$ cat config.mk
export PLATFORM = sky130hd
export DESIGN_NAME = sra_top
export DESIGN_NICKNAME = d
export VERILOG_FILES = /design/src/design/sra_pkg.sv /design/src/design/sra_top.sv
export SDC_FILE = /design/constraint.sdc
export NUM_CORES = 1
export LEC_CHECK = 0
export BUFFER_PORTS_ARGS = -buffer_cell sky130_fd_sc_hd__buf_2
export CAP_MARGIN = 20
export CORE_MARGIN = 5
export CORE_UTILIZATION = 60
export CTS_CLUSTER_DIAMETER = 80
export DETAILED_ROUTE_END_ITERATION = 8
export PLACE_DENSITY = 0.81
export SYNTH_ARGS = -nofsm -noshare
export SYNTH_HDL_FRONTEND = slang
export SYNTH_SLANG_ARGS = --single-unit
$ cat constraint.sdc
create_clock -name clock -period 3.6 [get_ports clock]
set_input_delay 0.18 -clock clock [delete_from_list [all_inputs] [get_ports clock]]
set_output_delay 0.18 -clock clock [all_outputs]
set_load 0.02 [all_outputs]
$ cat src/design/sra_pkg.sv
/*
 * Shared constants and types of the serial rate search block.
 * Assumes a 32-bit classic Wishbone register bus and one system clock.
 */
package sra_pkg;

  localparam int NCH = 2;
  localparam int NCAND = 8;
  localparam int DWELL_W = 21;
  localparam int PRE_W = 10;
  localparam int ADR_W = 8;

  // Register word indices; the byte address is four times the index, plus 0x40 for channel B.
  localparam logic [3:0] IDX_RATE = 4'h1;
  localparam logic [3:0] IDX_STAT = 4'h5;
  localparam logic [3:0] IDX_CTRL = 4'ha;
  localparam logic [3:0] IDX_CFG = 4'hb;
  localparam logic [3:0] IDX_DWELL = 4'hc;
  localparam int CH_ADR_BIT = 6;

  // Field positions.
  localparam int CTRL_EN_LO = 12;
  localparam int CTRL_REFVAL = 0;
  localparam int CTRL_REFREG = 1;
  localparam int CTRL_LOSRT = 2;
  localparam int CTRL_FIFOF = 3;
  localparam int STAT_FOUND = 10;
  localparam int STAT_SYNC = 0;
  localparam int CFG_FREQ_LO = 14;
  localparam int CFG_MASK_LO = 6;

  // Reference frequency select codes.
  localparam logic [1:0] REF_122 = 2'h0;
  localparam logic [1:0] REF_153 = 2'h1;
  localparam logic [1:0] REF_307 = 2'h2;

  // Rate divider codes.
  localparam logic [1:0] RATE_FULL = 2'h0;
  localparam logic [1:0] RATE_HALF = 2'h1;
  localparam logic [1:0] RATE_QUART = 2'h2;
  localparam logic [1:0] RATE_EIGHTH = 2'h3;

  // Multiplier codes.
  localparam logic [3:0] MC_8 = 4'h0;
  localparam logic [3:0] MC_10 = 4'h1;
  localparam logic [3:0] MC_16 = 4'h2;
  localparam logic [3:0] MC_20 = 4'h3;
  localparam logic [3:0] MC_25 = 4'h4;

  // Rate pin codes.
  localparam logic [2:0] PIN_SW = 3'h4;

  // Reset values.
  localparam logic [15:0] CTRL_RST = 16'h0000;
  localparam logic [15:0] CFG_RST = 16'h3fc0;
  localparam logic [15:0] DWELL_RST = 16'h0100;
  localparam logic [7:0] RATE_RST = 8'h03;

  // Sync thresholds: commas to acquire, errors to lose, run to forgive.
  localparam logic [1:0] SY_COMMAS = 2'h2;
  localparam logic [1:0] SY_BAD = 2'h3;
  localparam logic [1:0] SY_GOOD = 2'h3;

  typedef struct packed {
    logic cdrLock;
    logic symValid;
    logic comma;
    logic dispErr;
  } sra_rx_t;

  typedef struct packed {
    logic [1:0] txRate;
    logic [1:0] rxRate;
    logic [3:0] mult;
  } sra_set_t;

  typedef enum {S_OFF, S_TRY, S_LOCK} sra_srch_t;

endpackage

$ cat src/design/sra_top.sv
/*
 * Two-channel serial rate search with its Wishbone register file.
 * Assumes the reference inputs arrive as one-cycle ticks synchronous
 * to clock, and decoder flags arrive per received symbol.
 */
`timescale 1ns/100ps
`default_nettype none

// Behaviour
// - Only 122.88, 153.6, 307.2 MHz references supported.
// - Per-channel reference from pin or register.
// - Enable from field if pins 100, else pins.
// - Channels enable detection independently.
// - Only eight standard rates are searched.
// - Search overrides settings until disable, lock included.
// - Candidates tried highest to lowest, then wrap.
// - Eight-bit mask selects searched candidate rates.
// - After loss retry last rate once, continue down.
// - Commas and disparity errors drive sync machine.
// - Decoder used always; output format unchanged.
// - Sync requires CDR lock indication.
// - Locked: rate fields valid; unlocked: flag zero.
// - Inverted lock flag routable to loss output.
// - Dwell equals interval times 1024 reference periods.
// - Writes stored while searching; reads show applied.
// - Rate pairs map to eighth/quarter/half/full.
// - Multiplier chosen by reference and rate family.
// - Clock output fixed: 153.6 or 61.44 MHz.
// - Success resets FIFOs unless receive FIFO forced.
module sra_top (
  // System.
  input wire logic clock,
  input wire logic rst_n,
  // Wishbone slave.
  input wire logic cyc_i,
  input wire logic stb_i,
  input wire logic we_i,
  input wire logic [sra_pkg::ADR_W-1:0] adr_i,
  input wire logic [3:0] sel_i,
  input wire logic [31:0] dat_i,
  output logic [31:0] dat_o,
  output logic ack_o,
  // Reference period ticks.
  input wire logic refInputZeroTick,
  input wire logic refInputOneTick,
  // Per-channel pins.
  input wire logic chanARefsourcePin,
  input wire logic chanBRefsourcePin,
  input wire logic [2:0] ratePinsA,
  input wire logic [2:0] ratePinsB,
  input wire sra_pkg::sra_rx_t rxA,
  input wire sra_pkg::sra_rx_t rxB,
  input wire logic [1:0] losIn,
  // Per-channel results.
  output sra_pkg::sra_set_t setA,
  output sra_pkg::sra_set_t setB,
  output logic [1:0] speedFoundFlag,
  output logic [1:0] signalLossOutputs,
  output logic [1:0] fifoReset,
  output logic [1:0] clkOutTick
);

  localparam int N = sra_pkg::NCH;

  logic [15:0] ctrl_r [N];
  logic [15:0] cfg_r [N];
  logic [15:0] dwellLo_r [N];
  logic [7:0] prog_r [N];
  sra_pkg::sra_set_t set_r [N];
  sra_pkg::sra_srch_t st_r [N];
  logic [2:0] cand_r [N];
  logic [sra_pkg::PRE_W-1:0] pre_r [N];
  logic [sra_pkg::DWELL_W-1:0] dwell_r [N];
  logic [1:0] commaCnt_r [N];
  logic [1:0] badCnt_r [N];
  logic [1:0] goodCnt_r [N];
  logic [1:0] synced_r;
  logic [1:0] found_r;
  logic [1:0] loss_r;
  logic [1:0] fifoRst_r;
  logic [1:0] clkOut_r;
  logic [1:0] clkDiv_r;
  logic ack_r;
  logic [31:0] dat_r;

  sra_pkg::sra_rx_t rx [N];
  logic [2:0] pins [N];
  logic [1:0] refPin;
  logic [1:0] enabled;
  logic [1:0] tick;
  logic [1:0] expire;
  logic [1:0] restart;
  logic [1:0] refFreq [N];
  logic [7:0] mask [N];
  logic [20:0] interval [N];
  logic [2:0] nxtCand [N];

  logic req;
  logic chSel;
  logic [3:0] idx;
  logic mapped;
  logic wr;

  /////////////////////////////////////////////////////////////////////
  // Helpers.

  function automatic logic [15:0] merge16(input logic [15:0] old,
                                          input logic [31:0] d,
                                          input logic [3:0] s);
    logic [15:0] r;
    r = old;
    if (s[0]) begin
      r[7:0] = d[7:0];
    end
    if (s[1]) begin
      r[15:8] = d[15:8];
    end
    return r;
  endfunction

  // Highest enabled candidate below cur, else the highest enabled one.
  // An empty mask leaves the candidate where it is.
  function automatic logic [2:0] nextLower(input logic [7:0] m,
                                           input logic [2:0] cur);
    logic [2:0] r;
    logic hit;
    r = cur;
    hit = 1'b0;
    for (int i = 0; i < sra_pkg::NCAND; i++) begin
      if (m[i] && (3'(i) < cur)) begin
        r = 3'(i);
        hit = 1'b1;
      end
    end
    if (!hit) begin
      for (int i = 0; i < sra_pkg::NCAND; i++) begin
        if (m[i]) begin
          r = 3'(i);
        end
      end
    end
    return r;
  endfunction

  // Candidate index 7 is 6.144 Gbps, 0 is 0.6144 Gbps; odd indices are
  // the higher rate of each divider pair.
  function automatic sra_pkg::sra_set_t setFor(input logic [2:0] c,
                                               input logic [1:0] rf);
    sra_pkg::sra_set_t s;
    s.txRate = sra_pkg::RATE_FULL;
    unique case (c[2:1])
      2'h3: s.txRate = sra_pkg::RATE_FULL;
      2'h2: s.txRate = sra_pkg::RATE_HALF;
      2'h1: s.txRate = sra_pkg::RATE_QUART;
      2'h0: s.txRate = sra_pkg::RATE_EIGHTH;
    endcase
    s.rxRate = s.txRate;
    // Unsupported reference codes fall back to the 122.88 MHz loop.
    if (rf == sra_pkg::REF_153) begin
      s.mult = c[0] ? sra_pkg::MC_20 : sra_pkg::MC_16;
    end else if (rf == sra_pkg::REF_307) begin
      s.mult = c[0] ? sra_pkg::MC_10 : sra_pkg::MC_8;
    end else begin
      s.mult = c[0] ? sra_pkg::MC_25 : sra_pkg::MC_20;
    end
    return s;
  endfunction

  /////////////////////////////////////////////////////////////////////
  // Per-channel decode of configuration.

  assign rx[0] = rxA;
  assign rx[1] = rxB;
  assign pins[0] = ratePinsA;
  assign pins[1] = ratePinsB;
  assign refPin[0] = chanARefsourcePin;
  assign refPin[1] = chanBRefsourcePin;

  always_comb begin
    for (int c = 0; c < N; c++) begin
      refFreq[c] = cfg_r[c][sra_pkg::CFG_FREQ_LO +: 2];
      mask[c] = cfg_r[c][sra_pkg::CFG_MASK_LO +: 8];
      interval[c] = {cfg_r[c][4:0], dwellLo_r[c]};
      // Each channel decodes only its own pins and field.
      if (pins[c] == sra_pkg::PIN_SW) begin
        enabled[c] = |ctrl_r[c][sra_pkg::CTRL_EN_LO +: 2];
      end else begin
        enabled[c] = pins[c][2] & |pins[c][1:0];
      end
      if (ctrl_r[c][sra_pkg::CTRL_REFREG]) begin
        tick[c] = ctrl_r[c][sra_pkg::CTRL_REFVAL] ? refInputOneTick
                                                   : refInputZeroTick;
      end else begin
        tick[c] = refPin[c] ? refInputOneTick : refInputZeroTick;
      end
      expire[c] = (st_r[c] == sra_pkg::S_TRY) && tick[c] &&
                  (&pre_r[c]) && (dwell_r[c] <= 21'h000001);
      nxtCand[c] = nextLower(mask[c], cand_r[c]);
      restart[c] = !enabled[c] || expire[c];
    end
  end

  /////////////////////////////////////////////////////////////////////
  // Channel synchronisation from the decoder flags. The decoder runs
  // for the search even when the datapath bypasses it, so these flags
  // are always meaningful here.

  always_ff @(posedge clock or negedge rst_n) begin
    if (!rst_n) begin
      synced_r <= 2'h0;
      for (int c = 0; c < N; c++) begin
        commaCnt_r[c] <= 2'h0;
        badCnt_r[c] <= 2'h0;
        goodCnt_r[c] <= 2'h0;
      end
    end else begin
      for (int c = 0; c < N; c++) begin
        if (!rx[c].cdrLock || restart[c]) begin
          synced_r[c] <= 1'b0;
          commaCnt_r[c] <= 2'h0;
          badCnt_r[c] <= 2'h0;
          goodCnt_r[c] <= 2'h0;
        end else if (rx[c].symValid && !synced_r[c]) begin
          if (rx[c].dispErr) begin
            commaCnt_r[c] <= 2'h0;
          end else if (rx[c].comma) begin
            if (commaCnt_r[c] == sra_pkg::SY_COMMAS) begin
              synced_r[c] <= 1'b1;
              badCnt_r[c] <= 2'h0;
              goodCnt_r[c] <= 2'h0;
            end else begin
              commaCnt_r[c] <= commaCnt_r[c] + 2'h1;
            end
          end
        end else if (rx[c].symValid) begin
          if (rx[c].dispErr) begin
            goodCnt_r[c] <= 2'h0;
            if (badCnt_r[c] == sra_pkg::SY_BAD) begin
              synced_r[c] <= 1'b0;
              commaCnt_r[c] <= 2'h0;
            end else begin
              badCnt_r[c] <= badCnt_r[c] + 2'h1;
            end
          end else if (badCnt_r[c] != 2'h0) begin
            // A run of good symbols forgives one earlier error.
            if (goodCnt_r[c] == sra_pkg::SY_GOOD) begin
              badCnt_r[c] <= badCnt_r[c] - 2'h1;
              goodCnt_r[c] <= 2'h0;
            end else begin
              goodCnt_r[c] <= goodCnt_r[c] + 2'h1;
            end
          end
        end
      end
    end
  end

  /////////////////////////////////////////////////////////////////////
  // Rate search.

  always_ff @(posedge clock or negedge rst_n) begin
    if (!rst_n) begin
      found_r <= 2'h0;
      fifoRst_r <= 2'h0;
      for (int c = 0; c < N; c++) begin
        st_r[c] <= sra_pkg::S_OFF;
        cand_r[c] <= 3'h7;
        pre_r[c] <= '0;
        dwell_r[c] <= '0;
      end
    end else begin
      fifoRst_r <= 2'h0;
      for (int c = 0; c < N; c++) begin
        if (!enabled[c]) begin
          st_r[c] <= sra_pkg::S_OFF;
          found_r[c] <= 1'b0;
        end else begin
          unique case (st_r[c])
            sra_pkg::S_OFF: begin
              st_r[c] <= sra_pkg::S_TRY;
              cand_r[c] <= nextLower(mask[c], 3'h0);
              pre_r[c] <= '0;
              dwell_r[c] <= interval[c];
            end
            sra_pkg::S_TRY: begin
              if (synced_r[c]) begin
                st_r[c] <= sra_pkg::S_LOCK;
                found_r[c] <= 1'b1;
                // Both FIFOs recentre unless receive is forced.
                fifoRst_r[c] <= !ctrl_r[c][sra_pkg::CTRL_FIFOF];
              end else if (expire[c]) begin
                cand_r[c] <= nxtCand[c];
                pre_r[c] <= '0;
                dwell_r[c] <= interval[c];
              end else if (tick[c]) begin
                pre_r[c] <= pre_r[c] + 1'b1;
                if (&pre_r[c]) begin
                  dwell_r[c] <= dwell_r[c] - 21'h000001;
                end
              end
            end
            sra_pkg::S_LOCK: begin
              if (!synced_r[c]) begin
                // Same candidate again for one dwell, then step down.
                st_r[c] <= sra_pkg::S_TRY;
                found_r[c] <= 1'b0;
                pre_r[c] <= '0;
                dwell_r[c] <= interval[c];
              end
            end
          endcase
        end
      end
    end
  end

  /////////////////////////////////////////////////////////////////////
  // Applied settings, loss routing and the output clock tick.

  always_ff @(posedge clock or negedge rst_n) begin
    if (!rst_n) begin
      for (int c = 0; c < N; c++) begin
        set_r[c] <= sra_pkg::sra_set_t'(sra_pkg::RATE_RST);
      end
    end else begin
      for (int c = 0; c < N; c++) begin
        if (enabled[c] && st_r[c] != sra_pkg::S_OFF) begin
          set_r[c] <= setFor(cand_r[c], refFreq[c]);
        end else begin
          set_r[c] <= sra_pkg::sra_set_t'(prog_r[c]);
        end
      end
    end
  end

  always_ff @(posedge clock or negedge rst_n) begin
    if (!rst_n) begin
      loss_r <= 2'h0;
    end else begin
      for (int c = 0; c < N; c++) begin
        if (ctrl_r[c][sra_pkg::CTRL_LOSRT]) begin
          loss_r[c] <= !found_r[c];
        end else begin
          loss_r[c] <= losIn[c];
        end
      end
    end
  end

  // The output rate only depends on the reference, never on the
  // candidate, so a downstream cleaner sees a steady frequency.
  always_ff @(posedge clock or negedge rst_n) begin
    if (!rst_n) begin
      clkOut_r <= 2'h0;
      clkDiv_r <= 2'h0;
    end else begin
      for (int c = 0; c < N; c++) begin
        clkOut_r[c] <= 1'b0;
        if (tick[c]) begin
          clkDiv_r[c] <= !clkDiv_r[c];
          if (refFreq[c] == sra_pkg::REF_153 || clkDiv_r[c]) begin
            clkOut_r[c] <= 1'b1;
          end
        end
      end
    end
  end

  /////////////////////////////////////////////////////////////////////
  // Wishbone slave: one wait state, unmapped reads return zero.

  assign req = cyc_i && stb_i && !ack_r;
  assign chSel = adr_i[sra_pkg::CH_ADR_BIT];
  assign idx = adr_i[5:2];
  assign mapped = !adr_i[7] && (idx == sra_pkg::IDX_RATE ||
                  idx == sra_pkg::IDX_STAT || idx == sra_pkg::IDX_CTRL ||
                  idx == sra_pkg::IDX_CFG || idx == sra_pkg::IDX_DWELL);
  assign wr = req && we_i && mapped;

  always_ff @(posedge clock or negedge rst_n) begin
    if (!rst_n) begin
      ack_r <= 1'b0;
      dat_r <= 32'h00000000;
    end else begin
      ack_r <= req;
      dat_r <= 32'h00000000;
      if (req && !we_i && mapped) begin
        unique case (idx)
          sra_pkg::IDX_RATE: dat_r[7:0] <= set_r[chSel];
          sra_pkg::IDX_STAT: begin
            dat_r[sra_pkg::STAT_FOUND] <= found_r[chSel];
            dat_r[sra_pkg::STAT_SYNC] <= synced_r[chSel];
          end
          sra_pkg::IDX_CTRL: dat_r[15:0] <= ctrl_r[chSel];
          sra_pkg::IDX_CFG: dat_r[15:0] <= cfg_r[chSel];
          sra_pkg::IDX_DWELL: dat_r[15:0] <= dwellLo_r[chSel];
          default: dat_r <= 32'h00000000;
        endcase
      end
    end
  end

  always_ff @(posedge clock or negedge rst_n) begin
    if (!rst_n) begin
      for (int c = 0; c < N; c++) begin
        ctrl_r[c] <= sra_pkg::CTRL_RST;
        cfg_r[c] <= sra_pkg::CFG_RST;
        dwellLo_r[c] <= sra_pkg::DWELL_RST;
        prog_r[c] <= sra_pkg::RATE_RST;
      end
    end else if (wr) begin
      unique case (idx)
        sra_pkg::IDX_RATE: begin
          // Stored always, applied only once the search is off.
          if (sel_i[0]) begin
            prog_r[chSel] <= dat_i[7:0];
          end
        end
        sra_pkg::IDX_CTRL:
          ctrl_r[chSel] <= merge16(ctrl_r[chSel], dat_i, sel_i);
        sra_pkg::IDX_CFG:
          cfg_r[chSel] <= merge16(cfg_r[chSel], dat_i, sel_i);
        sra_pkg::IDX_DWELL:
          dwellLo_r[chSel] <= merge16(dwellLo_r[chSel], dat_i, sel_i);
        default: begin
        end
      endcase
    end
  end

  /////////////////////////////////////////////////////////////////////
  // Outputs.

  assign dat_o = dat_r;
  assign ack_o = ack_r;
  assign setA = set_r[0];
  assign setB = set_r[1];
  assign speedFoundFlag = found_r;
  assign signalLossOutputs = loss_r;
  assign fifoReset = fifoRst_r;
  assign clkOutTick = clkOut_r;

endmodule

`default_nettype wire

==> flow_metrics.env <==
export IMPL_run_status="finished clean"
export IMPL_met3_usage_pct=4.62
export IMPL_die_w_um=155
export IMPL_synth_area_mux_share_pct=17.5
export IMPL_core_um2=20900
export IMPL_nFillCells=1493
export IMPL_synth_area_leaders="dfrtp_1, mux2_2, dfstp_2, mux2i_1, a21oi_1"
export IMPL_grt_pass1_wl_um=52900
export IMPL_crit_required_ps=4040
export IMPL_use_met2_pct=42.0
export IMPL_cpPeakStageDelay_ps=560
export IMPL_regArea_um2=6070
export IMPL_multi_input_area_um2=6120
export IMPL_async_flop_share_pct=100
export IMPL_max_slew_margin_pct=37.0
export IMPL_holdWs_ps=28.3
export IMPL_endpoint_kind="flip-flop"
export IMPL_dp_cells=1531
export IMPL_ctsLongestPathBuffers=3
export IMPL_ctsResizeCount=0
export IMPL_ctsRootBufferMaster="clkbuf_16"
export IMPL_yosys_warnings=0
export IMPL_rsz0062_at_grt="no"
export IMPL_htreeDepth=1
export IMPL_cp_arrival_ps=3260
export IMPL_worst_hold_path_endpoint="dwellLo_r[9]"
export IMPL_vias=10096
export IMPL_clock_sinks=241
export IMPL_diodes=0
export IMPL_route_detailed_drc=0
export IMPL_leakage_uw=0.00655
export IMPL_synth_simple_area_share_pct=13.9
export IMPL_wire_per_inst_um=21.0
export IMPL_first_pass_iters=5
export IMPL_gr_usage_met1_pct=39.1
export IMPL_place_ws_ps=862
export IMPL_final_cell_count_no_fill=1586
export IMPL_insertion_delay_ps=520
export IMPL_synth_xor_xnor_area_share_pct=0.691
export IMPL_dp_hpwl_um=23300
export IMPL_netlist_instances=1204
export IMPL_fin_skew_ps=13.2
export IMPL_r2r_slack_ps=780
export IMPL_grt_overflow_total=0
export IMPL_syn_avg_cell_area_um2=10.5
export IMPL_avgViaCountPerCell=6.37
export IMPL_cts_inserted_buffers=26
export IMPL_syn_cell_area_um2=12700
export IMPL_wl_um=33300
export IMPL_synth_compound_area_share_pct=14.2
export IMPL_worst_slack_ps=782
export IMPL_worstMarginPinSlew_ps=945
export IMPL_crit_chain="ha_1 -> and3_1 -> nand4_1 -> nor4_1 -> nand2_1 -> o32ai_1 -> mux2_2"
export IMPL_critical_path_buf_inv_count=0
export IMPL_r2r_end="cand_r[4]"
export IMPL_setup_viol=0
export IMPL_finalHoldViolations=0
export IMPL_portBuffers=89
export IMPL_maxSlewViolCount=0
export IMPL_gr_max_usage_layer="met2"
export IMPL_nNetsFinal=1374
export IMPL_rows=53
export IMPL_timing_fmax_ghz=0.355
export IMPL_drv_cap=0
export IMPL_cp_slowest_cell="nor4_1"
export IMPL_worst_setup_path_start_kind="flip-flop"
export IMPL_synth_edf_count=0
export IMPL_start_util_pct=60.7
export IMPL_synthAdderAreaFrac_pct=1.50
export IMPL_crit_path_max_fanout=5
export IMPL_powerDensity_nw_per_um2=490
export IMPL_synth_cell_types=79
export IMPL_antenna_left=0
export IMPL_antenna_found_initial=2
export IMPL_die_area_um2=24100
export IMPL_ys_seq_area_share_pct=47.9
export IMPL_clk_pin_slew_worst_paths_ps=60
export IMPL_cts_tree="built"
export IMPL_synth_main_ff_cell="dfrtp_1"
export IMPL_setup_tns_ps=0
export IMPL_yosys_area_top_type_share_pct=41.3
export IMPL_crit_family="simple AND/OR/NAND/NOR gates"
export IMPL_die_height_um=155
export IMPL_layout_drive_gt1_share_pct=25.9
export IMPL_path_class="flip-flop to flip-flop"
export IMPL_ios=126
export IMPL_synthToLayoutAreaGrowth_pct=13.6
export IMPL_hold_start="dat_i[9]"
export IMPL_yosysTopAreaCell="dfrtp_1"
export IMPL_min_period_ps=2820
export IMPL_hold_path_depth=2
export IMPL_synth_seq_cells=241
export IMPL_place_gp_congestion=0.919
export IMPL_grtUsageTotal_pct=27.2
export IMPL_drtIter0Drc=966
export IMPL_hold_path_class="primary input to flip-flop"
export IMPL_worst_r2r_cell_count=7
export IMPL_fin_crit_sh_pct=78.3
export IMPL_grt_max_degree=90
export IMPL_synth_top_family_by_area="multiplexers"
export IMPL_r2r_start="pre_r[10]"
export IMPL_grt_pass1_vias=9805
export IMPL_ir_drop_uv=399
-- report_power, final --
part	total (uW)	internal, uW	switching, uW
clock network	3010	1920	1090
registers	3110	2890	220
logic	941	355	586
total	7060	5160	1900
-- cell usage after synthesis, types with 18 or more instances --
library cell and instances:
dfrtp_1 209, nor4_1 18, o22ai_1 22, dfstp_2 32, nor2_1 63, and3_1 21, inv_1 46, nor3_1 38
buf_4 18, mux2_2 126, nand2_1 86, clkbuf_1 38, nand3_1 35, o21ai_0 74, mux2i_1 59, a21oi_1 78
-- final cells by class --
class / count / area share [%]
Clock buffer: 37 / 5.37
Clock inverter: 11 / 1.48
Inverter: 46 / 1.20
Multi-Input combinational cell: 859 / 42.5
Sequential cell: 241 / 42.2
Tap cell: 275 / 2.39
Timing Repair Buffer: 117 / 4.92
-- per-stage QoR --
step	total power, uW	util, %	instance area [um2]
floorplan	3720	-	12700
detailed placement	4050	63.9	13300
finish	7060	68.9	14400
CTS	7070	68.9	14400
global route	7330	68.9	14400
global placement	4020	63.9	13300
-- registers in the layout, summed over array words and instances, names as in the netlist, 4 cells and up --
register	flops
badCnt_r	4
setA	8
cand_r	6
pre_r	20
ctrl_r	32
dat_o	16
prog_r	16
st_r	4
dwellLo_r	32
dwell_r	42
setB	8
goodCnt_r	4
commaCnt_r	4
cfg_r	32
-- worst reg2reg max path, cell delays in order (launching register included) --
cell     delay (ps)
dfrtp_1         390
ha_1            200
and3_1          250
nand4_1         220
nor4_1          560
nand2_1         190
o32ai_1         500
mux2_2          420
-- cell usage in the layout, fill, tap and decap left out, drive strengths merged, types with 5 or more instances in the layout --
cell type,Yosys,routed
a211oi,7,7
nand2,86,86
or4,8,8
a31oi,5,5
nor2,64,64
mux4,8,8
a221o,5,5
and2,7,7
xnor2,6,6
nor2b,10,10
nand4,6,6
or3,10,10
dfstp,32,32
nor3b,7,7
a22oi,11,11
inv,46,46
a2bb2oi,8,8
and3,21,21
o2bb2ai,11,11
dfrtp,209,209
mux2,126,126
nor4,20,20
clkbuf,39,37
ha,12,12
o21ai,84,84
o22ai,22,22
nand3,35,35
o211ai,11,11
conb,1,16
dlygate4sd3,0,7
nand3b,5,5
a21oi,79,79
nor3,40,40
bufinv,0,6
nand2b,8,8
mux2i,61,61
buf,34,110
-- metal layers --
metal | up-vias | share of wire, %
met4 | 4 | 3.8
met1 | 4932 | 42
li1 | 4578 | -
met2 | 492 | 46
met3 | 90 | 8.0
met5 | - | 0.054
-- worst max path at each step --
| stage | from | cells after the start | end |
|---|---|---|---|
| after floorplan | pre_r[10] | 8 | dwell_r[24] |
| after global placement | pre_r[10] | 8 | dwell_r[27] |
| after global routing | pre_r[10] | 7 | cand_r[4] |
| final | pre_r[10] | 7 | cand_r[4] |
| after detailed placement | pre_r[10] | 7 | cand_r[4] |
| after CTS | dwell_r[39] | 7 | dwell_r[35] |
-- cells by family (layout without fill, tap and decap cells) --
logic type	Yosys count	count (layout)
buffers and inverters	119	211
AND/OR/NAND/NOR	340	340
AO/OA/AOI/OAI	284	284
XOR/XNOR	10	10
adder cells (fa/ha/maj)	14	14
multiplexers	195	195
other	1	16
flip-flops	241	241
-- timing repair --
action / CTS / global route
setup buffers: 0 / 0
hold buffers: 7 / 0
endpoints found under the setup margin: 0 / 0
endpoints found under the hold margin: 83 / 0
Power figures use the tool's default switching activity.
